## config.mk

```make
export PLATFORM = sky130hd
export DESIGN_NAME = adc_ctrl
export DESIGN_NICKNAME = d
export VERILOG_FILES = /design/src/hdl/adc_ctrl_pkg.sv /design/src/hdl/adc_ctrl.sv
export SDC_FILE = /design/constraint.sdc
export NUM_CORES = 1
export LEC_CHECK = 0
export ABC_AREA = 1
export BUFFER_PORTS_ARGS = -buffer_cell sky130_fd_sc_hd__buf_2
export CAP_MARGIN = 20
export CELL_PAD_IN_SITES_DETAIL_PLACEMENT = 0
export CELL_PAD_IN_SITES_GLOBAL_PLACEMENT = 1
export CORE_ASPECT_RATIO = 1.2
export CORE_MARGIN = 2
export CORE_UTILIZATION = 40
export DETAILED_ROUTE_END_ITERATION = 12
export PLACE_DENSITY_LB_ADDON = 0.1
export SLEW_MARGIN = 20
export SYNTH_ARGS = -nofsm -noshare
export SYNTH_HDL_FRONTEND = slang
export SYNTH_SLANG_ARGS = --single-unit
```

## constraint.sdc

```tcl
create_clock -name sys_clk -period 2.5 [get_ports sys_clk]
set_input_delay 0.25 -clock sys_clk [delete_from_list [all_inputs] [get_ports sys_clk]]
set_output_delay 0.25 -clock sys_clk [all_outputs]
set_load 0.01 [all_outputs]
```

## src/hdl/adc_ctrl_pkg.sv

```systemverilog
package adc_ctrl_pkg;
  // register indices on the peripheral bus
  localparam logic [2:0] IDX_CONV_MODE    = 3'h0;
  localparam logic [2:0] IDX_CHAN_SEL     = 3'h1;
  localparam logic [2:0] IDX_CONV_RESULT  = 3'h2;
  localparam logic [2:0] IDX_PF_MODE      = 3'h3;
  localparam logic [2:0] IDX_PF_THRESHOLD = 3'h4;
  // field positions
  localparam int RUN_BIT   = 7;    // conversion enable in mode register
  localparam int FR_LSB    = 3;    // conversion-time select, low bit
  localparam int FR_MSB    = 5;    // conversion-time select, high bit
  localparam int CHAN_W    = 3;    // stored channel bits, rest reads zero
  // reset values
  localparam logic [7:0] MODE_RST   = 8'h00;
  localparam logic [7:0] PF_RST     = 8'h00;
  localparam logic [7:0] THRESH_RST = 8'h00;
  // wait cycles inserted on a stretched access
  localparam logic [1:0] WAIT_CYC   = 2'h1;
endpackage : adc_ctrl_pkg

```

## src/hdl/adc_ctrl.sv

```systemverilog
`timescale 1ns/1ps
// Overview of operation
// software writes zero to channel bits 7..3
// channel register write gets one wait cycle
// no channel write on stopped main oscillator
// mode/channel write may spoil held result
// software reads result before rewriting mode/channel
// result register read gets one wait cycle
// no result read on stopped main oscillator
// power-fail mode write gets one wait cycle
// power-fail threshold write gets one wait cycle
// no pf mode write on stopped oscillator
// no pf threshold write on stopped oscillator
// 14 us from setup to start
// first two setup steps in either order
// skipped setup means discard first result
// time select bits 5..3 set conversion length
// stop conversion before changing time select
// mode/channel write beats result store, no irq
// wait means ready held low one clock
module adc_ctrl
  import adc_ctrl_pkg::*;
#(
  parameter int RES_W        = 10,  // converter result width
  parameter int BASE_CYC     = 16,  // conversion cycles for select code 0
  parameter int FIRST_EXTRA  = 32   // extra cycles of first conversion after start
) (
  // clock and reset
  input  wire logic             sys_clk,
  input  wire logic             rst_n,
  // peripheral bus from the cpu core
  input  wire logic [2:0]       busAddr,
  input  wire logic             busWr,
  input  wire logic             busRd,
  input  wire logic [15:0]      busWdata,
  output logic      [15:0]      busRdata,
  output logic                  busReady,
  // converter core
  input  wire logic [RES_W-1:0] coreData,
  output logic                  coreRun,
  output logic [CHAN_W-1:0]     chanSel,
  output logic [2:0]            convTimeSel,
  // power-fail comparator settings
  output logic [7:0]            pfMode,
  output logic [7:0]            pfThreshold,
  // conversion end event
  output logic                  conversion_end_irq
);

  // sequencer states: stopped, or converting back to back
  typedef enum logic [1:0] {ST_IDLE, ST_CONV} conv_state_e;

  // bus access tracking
  logic              accPend_r;    // access accepted, not yet completed
  logic [1:0]        waitLeft_r;   // wait cycles still to insert
  logic              busReady_r;   // completion pulse
  logic [15:0]       busRdata_r;   // read data captured at completion
  // registers
  logic [7:0]        modeReg_r;    // conv_mode_reg
  logic [CHAN_W-1:0] chanReg_r;    // channel_select_reg
  logic [RES_W-1:0]  resultReg_r;  // conv_result_reg
  logic [7:0]        pfMode_r;     // pwrfail_cmp_mode_reg
  logic [7:0]        pfThresh_r;   // pwrfail_threshold_reg
  // conversion sequencing
  conv_state_e       state_r;
  logic [31:0]       convCnt_r;    // cycles left in current conversion
  logic              irq_r;        // conversion end pulse
  // decode
  logic              isStretched;  // access needs a wait cycle
  logic              doAccess;     // access completes this cycle
  logic              ctlWrite;     // mode or channel write completes
  logic [31:0]       convLen;      // length from time select field

  // which accesses are stretched
  // only read when the access is accepted; the cpu holds address and
  // direction until ready, so the later cycles of the access agree
  always_comb begin
    isStretched = 1'b0;
    if (busWr) begin
      // channel, mode and power-fail writes are stretched
      isStretched = (busAddr == IDX_CHAN_SEL) ||
                    (busAddr == IDX_CONV_MODE) ||
                    (busAddr == IDX_PF_MODE) ||
                    (busAddr == IDX_PF_THRESHOLD);
    end else if (busRd) begin
      // result reads are stretched
      isStretched = (busAddr == IDX_CONV_RESULT);
    end
  end

  // an accepted access completes once its wait cycles have run out
  assign doAccess = accPend_r && (waitLeft_r == 2'h0);
  // mode or channel write landing now; it beats a result store and
  // restarts the count, so the held result may not match new settings
  assign ctlWrite = doAccess && busWr &&
                    ((busAddr == IDX_CONV_MODE) || (busAddr == IDX_CHAN_SEL));

  // per-conversion length from time select bits
  // each step of the code doubles the length; software stops the
  // converter before a change, so no running count is cut short
  assign convLen = 32'(BASE_CYC) << modeReg_r[FR_MSB:FR_LSB];

  // bus handshake: accept, hold ready low for waits, then pulse ready
  // a request still held in its ready cycle is not taken a second time
  always_ff @(posedge sys_clk) begin
    if (!rst_n) begin
      accPend_r  <= 1'b0;
      waitLeft_r <= 2'h0;
      busReady_r <= 1'b0;
    end else begin
      busReady_r <= 1'b0;
      if (doAccess) begin
        // complete the access
        accPend_r  <= 1'b0;
        busReady_r <= 1'b1;
      end else if (accPend_r) begin
        // ready stays low during the wait
        waitLeft_r <= waitLeft_r - 2'h1;
      end else if ((busWr || busRd) && !busReady_r) begin
        // new access
        accPend_r  <= 1'b1;
        waitLeft_r <= isStretched ? WAIT_CYC : 2'h0;
      end
    end
  end

  // read data mux, captured when the access completes
  // data stands until the next completed read
  always_ff @(posedge sys_clk) begin
    if (!rst_n) begin
      busRdata_r <= 16'h0000;
    end else if (doAccess && busRd) begin
      unique case (busAddr)
        IDX_CONV_MODE:    busRdata_r <= {8'h00, modeReg_r};
        IDX_CHAN_SEL:     busRdata_r <= {{(16-CHAN_W){1'b0}}, chanReg_r};
        IDX_CONV_RESULT:  busRdata_r <= {{(16-RES_W){1'b0}}, resultReg_r};
        IDX_PF_MODE:      busRdata_r <= {8'h00, pfMode_r};
        IDX_PF_THRESHOLD: busRdata_r <= {8'h00, pfThresh_r};
        default:          busRdata_r <= 16'h0000;  // unmapped reads zero
      endcase
    end
  end

  // register writes
  // only the low channel bits are kept; the rest always read as zero
  always_ff @(posedge sys_clk) begin
    if (!rst_n) begin
      modeReg_r  <= MODE_RST;
      chanReg_r  <= '0;
      pfMode_r   <= PF_RST;
      pfThresh_r <= THRESH_RST;
    end else if (doAccess && busWr) begin
      unique case (busAddr)
        IDX_CONV_MODE:    modeReg_r  <= busWdata[7:0];
        IDX_CHAN_SEL:     chanReg_r  <= busWdata[CHAN_W-1:0];  // upper bits dropped
        IDX_PF_MODE:      pfMode_r   <= busWdata[7:0];
        IDX_PF_THRESHOLD: pfThresh_r <= busWdata[7:0];
        default:          ;  // result and unmapped writes ignored
      endcase
    end
  end

  // conversion sequencer, continuous while run bit set
  always_ff @(posedge sys_clk) begin
    if (!rst_n) begin
      state_r   <= ST_IDLE;
      convCnt_r <= 32'h0;
    end else begin
      unique case (state_r)
        ST_IDLE: begin
          // waiting for the run bit
          if (modeReg_r[RUN_BIT]) begin
            // first conversion runs longer than the set time
            state_r   <= ST_CONV;
            convCnt_r <= convLen + 32'(FIRST_EXTRA);
          end
        end
        ST_CONV: begin
          // count down the current conversion
          if (!modeReg_r[RUN_BIT]) begin
            state_r <= ST_IDLE;  // stopped by software
          end else if (ctlWrite) begin
            // rewrite restarts the count, at the length of the time select held before the write
            convCnt_r <= convLen;
          end else if (convCnt_r <= 32'h1) begin
            // last cycle: the store process below takes the result
            convCnt_r <= convLen;  // next conversion at set time
          end else begin
            convCnt_r <= convCnt_r - 32'h1;
          end
        end
      endcase
    end
  end

  // result store and end pulse; control write wins the collision
  // a blocked store drops the end pulse too, so no event is seen
  always_ff @(posedge sys_clk) begin
    if (!rst_n) begin
      resultReg_r <= '0;
      irq_r       <= 1'b0;
    end else begin
      irq_r <= 1'b0;
      if (state_r == ST_CONV && modeReg_r[RUN_BIT] && convCnt_r <= 32'h1 &&
          !ctlWrite) begin
        resultReg_r <= coreData;
        irq_r       <= 1'b1;
      end
    end
  end

  // outputs straight from flops
  // run and time select are fields of the mode register flops
  assign busRdata           = busRdata_r;
  assign busReady           = busReady_r;
  assign coreRun            = modeReg_r[RUN_BIT];
  assign chanSel            = chanReg_r;
  assign convTimeSel        = modeReg_r[FR_MSB:FR_LSB];
  assign pfMode             = pfMode_r;
  assign pfThreshold        = pfThresh_r;
  assign conversion_end_irq = irq_r;

endmodule : adc_ctrl

```

Word level (Yosys, flattened, before mapping) --
Index checks and enable logic that the tools add are counted.
Storage, ports and cells: bits of input ports 33, output and inout port bits 41, logic and storage cells 71, register bits 92
Operators by class: equal/unequal tests 8, $lt $le $gt $ge 1, reductions and logical operators 26, $add $sub $neg 3, shifts and indexed selects 1, muxes and demuxes 18, bitwise operators 2
Operators by type and width (number):
- 2-to-1 mux 32 bit | 4
- one-hot mux 32 bit (2 select lines) | 1
- one-hot mux 10 bit (5 select lines) | 1
- adder 32 x 6 -> 32 bit, second input constant | 1
- less-or-equal comparator 32 x 1 -> 1 bit, second input constant | 1
- left shift 5 x 3 -> 32 bit, first input constant | 1
- subtractor 32 x 1 -> 32 bit, second input constant | 1
- AND reduction 2 bit | 7
- logical AND 1 bit | 8
- 2-to-1 mux 2 bit | 4
- 2-to-1 mux 1 bit | 7
- == test 3 x 2 -> 1 bit, second input constant | 2
- inequality test 2 bit, second input constant | 3
- zero test 2 bit | 2
- logical OR 1 bit | 4
- one-hot mux 2 bit (2 select lines) | 1
- == test 3 x 1 -> 1 bit, second input constant | 1
- == test 3 bit, second input constant | 1
- zero test 3 bit | 1
- == test 2 x 1 -> 1 bit, second input constant | 1
- zero test 1 bit | 2
- NOT 1 bit | 2
- nonzero test 2 bit | 1
- OR reduction 2 bit | 1
- subtractor 2 x 1 -> 2 bit, second input constant | 1

Longest topological paths before layout --
depth after elaboration 8, gate-level depth with buffers 14

Worst setup path before layout --
No wires, ideal clock.
kind reg2reg, start reg state_r[0], end reg convCnt_r[31], clock period less this slack 1.924 ns, slack 0.576 ns, data arrival time 1.809 ns, required time 2.386 ns, stages on the path, launching flop included 12, cell sequence dfxtp_1 > clkbuf_1 > inv_1 > ha_1 > nor2_4 > inv_1 > nor2_1 > nand4_2 > nor2_2 > nand3_1 > xor2_1 > nor2_1
On the way: cells in the longest elaborated chain, start to end 3
RTL lines:
- start: declaration | line adc_ctrl.sv:65 | conv_state_e state_r;
- start signal: assignment | line adc_ctrl.sv:166 | state_r <= ST_IDLE;
- start signal: assignment | line adc_ctrl.sv:174 | state_r <= ST_CONV;
- start signal: assignment | line adc_ctrl.sv:181 | state_r <= ST_IDLE;
- == test 2 x 1 -> 1 bit / zero test 2 bit (equally long branches) | line adc_ctrl.sv:169 | unique case (state_r)
- inequality test 2 bit (no line)
- AND reduction 2 bit (no line)
- end signal: assignment | line adc_ctrl.sv:175 | convCnt_r <= convLen + 32'(FIRST_EXTRA);
- end signal: assignment | line adc_ctrl.sv:184 | convCnt_r <= convLen;
- end signal: assignment | line adc_ctrl.sv:187 | convCnt_r <= convLen;
- end: declaration | line adc_ctrl.sv:66 | logic [31:0] convCnt_r;
Several ways; a longest one is shown, not always the timed one. A chain may end at the register's enable or synchronous reset.

Worst setup path after layout --
Ends and elaborated chain as after synthesis.

==> results.toml <==
[critical_path]
crit_path_end_kind = "flop"
crit_fanout = 9
crit_chain = "inv_1 -> ha_1 -> nor2_4 -> inv_1 -> nor2_1 -> nand4_2 -> nor2_2 -> nand3_1 -> xor2_1 -> nor2_1"
slowest_delay_ns = 0.53
worst-endpoint-required_ns = 2.72
crit_type = "reg2reg"
start_kind = "flop"
cp_slowest_cell = "dfxtp_1"
crit_arrival_ns = 2.33

[timing]
tightest_slew_ns = 0.842
whs_ns = 0.132
setup_viol = 0
final.min_clock_period_ns = 2.11
tns_ns = 0
drv_slew = 0
hold_viol = 0
setup_ws_ns = 0.388
skew_ns = 0.00746
rsz0062_at_grt = "no"
fin_crit_sh_pct = 84.5
relSlewSlack_pct = 43.8
max_freq_ghz = 0.473

[die]
die_area_um2 = 11700
die_y_um = 118
die_w_um = 98.9
core-area_um2 = 10500
io_pins = 74
initial_utilization_pct = 41.1
std_cell_rows = 41

[clock_tree]
path_clk_slew_ns = 0.07
cts_buffer_depth = 2
cts_root_buf = "clkbuf_16"
cts_setup_buffers = 0
hold_buffers = 0
numCtsBuffers = 9
htreeDepth = 3
cts_resized = 0
tritoncts = "built"
clk_latency_ns = 0.34
clock-sinks = 85

[pwr]
peakVddDrop_uv = 453
pwr-share-clk_pct = 24.7
switchingPower_mw = 2.37
p_sw_share_pct = 42.9
p_per_area_nw_per_um2 = 1110
power_leakage_nw = 2.33
power_frac_comb_pct = 45.1
power_frac_seq_pct = 30.3
totalPowerFinal_mw = 5.54
p_int_mw = 3.16

[placement]
place_congestion = 0.820
hpwl_um = 8440
portBuffers = 59
post-place-ws_ns = 0.401

[grt]
grt_pass1_vias = 3744
grt_pass1_wl_um = 18500
grt_max_degree = 44
grt_usage_pct = 19.9
antenna_found_initial = 0
overflow = 0

[synth]
synth_compound_area_share_pct = 12.3
synth_top_family_by_area = "simple AND/OR/NAND/NOR gates"
yosysWarnings = 0
ys_types = 39
synthMuxAreaShare_pct = 0
synth_cells = 593
yosysSeqAreaShare_pct = 39.4
post_synth.cell_area_avg_um2 = 7.29
syn_area_um2 = 4320
ys_ff_latch = 85
synthSimpleGateAreaFrac_pct = 32.3
synth_adder_area_share_pct = 2.03
synth-xor-area-share_pct = 5.47

[layout]
drive_gt1_share_pct = 19.7
syn_to_final_growth_pct = 15.7
num_antenna_cells = 0
layout_commonest_cell = "nor2_1"
fin_nets = 691
final_cell_mix = "125 x nor2_1, 85 x dfxtp_1, 83 x nand2_1"
nFillCells = 1106

[detailed_routing]
vias = 3874
first_iter_violations = 106
vias_per_cell = 4.94
routed_wl_um = 11600
drc_errors = 0
dr.pass1.iters = 4
ant_nets = 0
wl_per_cell_um = 14.7

[flow_run]
cap_violations = 0

[outcome]
run_status = "finished, final reports clean"

[hold_path]
min_path_type = "in2reg"
==> path summary, 6_finish.rpt <==
check / slack, ns / to / cells past startpoint / startpoint
setup / recovery: 0.39 / convCnt_r[31]$_SDFFE_PN0P_ / 10 / state_r[0]$_SDFFE_PN0P_
hold / removal: 0.13 / resultReg_r[8]$_SDFFE_PN0P_ / 3 / coreData[8]
setup reg to reg: 0.39 / convCnt_r[31]$_SDFFE_PN0P_ / 10 / state_r[0]$_SDFFE_PN0P_
hold reg to reg: 0.46 / busRdata[6]$_SDFFE_PN0P_ / 2 / busRdata[6]$_SDFFE_PN0P_
==> registers in the layout (all words and copies together) (netlist names) <==
signal	cells
pfMode	8
busReady	1
resultReg_r	10
modeReg_r	8
accPend_r	1
busRdata	10
chanSel	3
pfThreshold	8
convCnt_r	32
waitLeft_r	2
conversion_end_irq	1
state_r	1
==> metal layers <==
metal | track usage (%) | routed length, µm
met1 | 22.5 | 4890
met2 | 36.5 | 6160
met3 | 3.44 | 358
met4 | 7.53 | 158
met5 | 0 | 0
==> cells in the mapped netlist <==
master	n	share of area, %
nand3b_1	2	0.35
o22ai_1	3	0.43
clkbuf_1	11	0.95
nor2_8	1	0.46
nor2_2	13	1.9
o21bai_1	1	0.17
ha_1	7	2.0
xnor2_1	10	2.0
a22o_1	4	0.81
nand3_2	1	0.23
o311ai_0	1	0.20
nand2_2	7	1.0
a21oi_1	27	3.1
nor3_4	1	0.38
nand4_2	1	0.29
o21ai_0	50	5.8
a211oi_1	1	0.17
and3_1	2	0.29
inv_1	48	4.2
nor3_1	14	1.6
nor2_4	7	1.8
nand3_1	22	2.5
xor2_1	17	3.4
nand4_4	1	0.49
nand4_1	12	1.7
buf_6	3	0.78
nor2_1	125	11
inv_2	9	0.78
nor3_2	1	0.23
and2_1	1	0.14
nand2_1	83	7.2
o2111ai_1	2	0.41
o21a_1	2	0.35
buf_4	9	1.6
a211oi_2	3	0.87
conb_1	1	0.087
nand2_4	3	0.78
clkinv_1	2	0.17
dfxtp_1	85	39
==> layout make-up <==
| type | instances | area (µm²) | share of cell area, % |
|---|---|---|---|
| Multi-Input combinational cell | 431 | 2280 | 45.5 |
| Inverter | 59 | 221 | 4.43 |
| Timing Repair Buffer | 65 | 340 | 6.81 |
| Sequential cell | 85 | 1700 | 34.0 |
| Tap cell | 129 | 161 | 3.23 |
| Clock buffer | 9 | 225 | 4.50 |
| Clock inverter | 7 | 73.8 | 1.48 |
==> through the flow <==
stage	cell area, µm²	utilization, %	instances
2_1_floorplan	4340	-	598
3_3_place_gp	4700	44.7	769
3_5_place_dp	4700	44.7	769
4_1_cts	5000	47.6	785
5_1_grt	5000	47.6	785
6_report	5000	47.6	785
==> power groups by stage <==
stage          Sequential (mW)  Clock (mW)  Combinational, mW
6_report                  1.68        1.36               2.49
2_1_floorplan             1.66           0               2.00
5_1_grt                   1.69        1.45               2.79
4_1_cts                   1.68        1.39               2.51
3_3_place_gp              1.70           0               2.50
3_5_place_dp              1.70           0               2.49
==> worst max-delay path, delay by kind of cell, from the launching register on <==
kind	cells	cell delay, ns
XOR/XNOR	1	0.14
adder cells (fa/ha/maj)	1	0.23
AND/OR/NAND/NOR	6	0.87
flip-flops	1	0.53
buffers and inverters	2	0.23
==> kinds of logic (layout without fill, tap and decap cells) <==
group | after synthesis | in the layout
simple gates | 297 | 297
compound gates | 94 | 94
flops | 85 | 85
buf+inv | 82 | 140
xor+xnor | 27 | 27
fa+ha+maj | 7 | 7
other cells | 1 | 6
No activity file was read; power rests on OpenSTA's default activity.
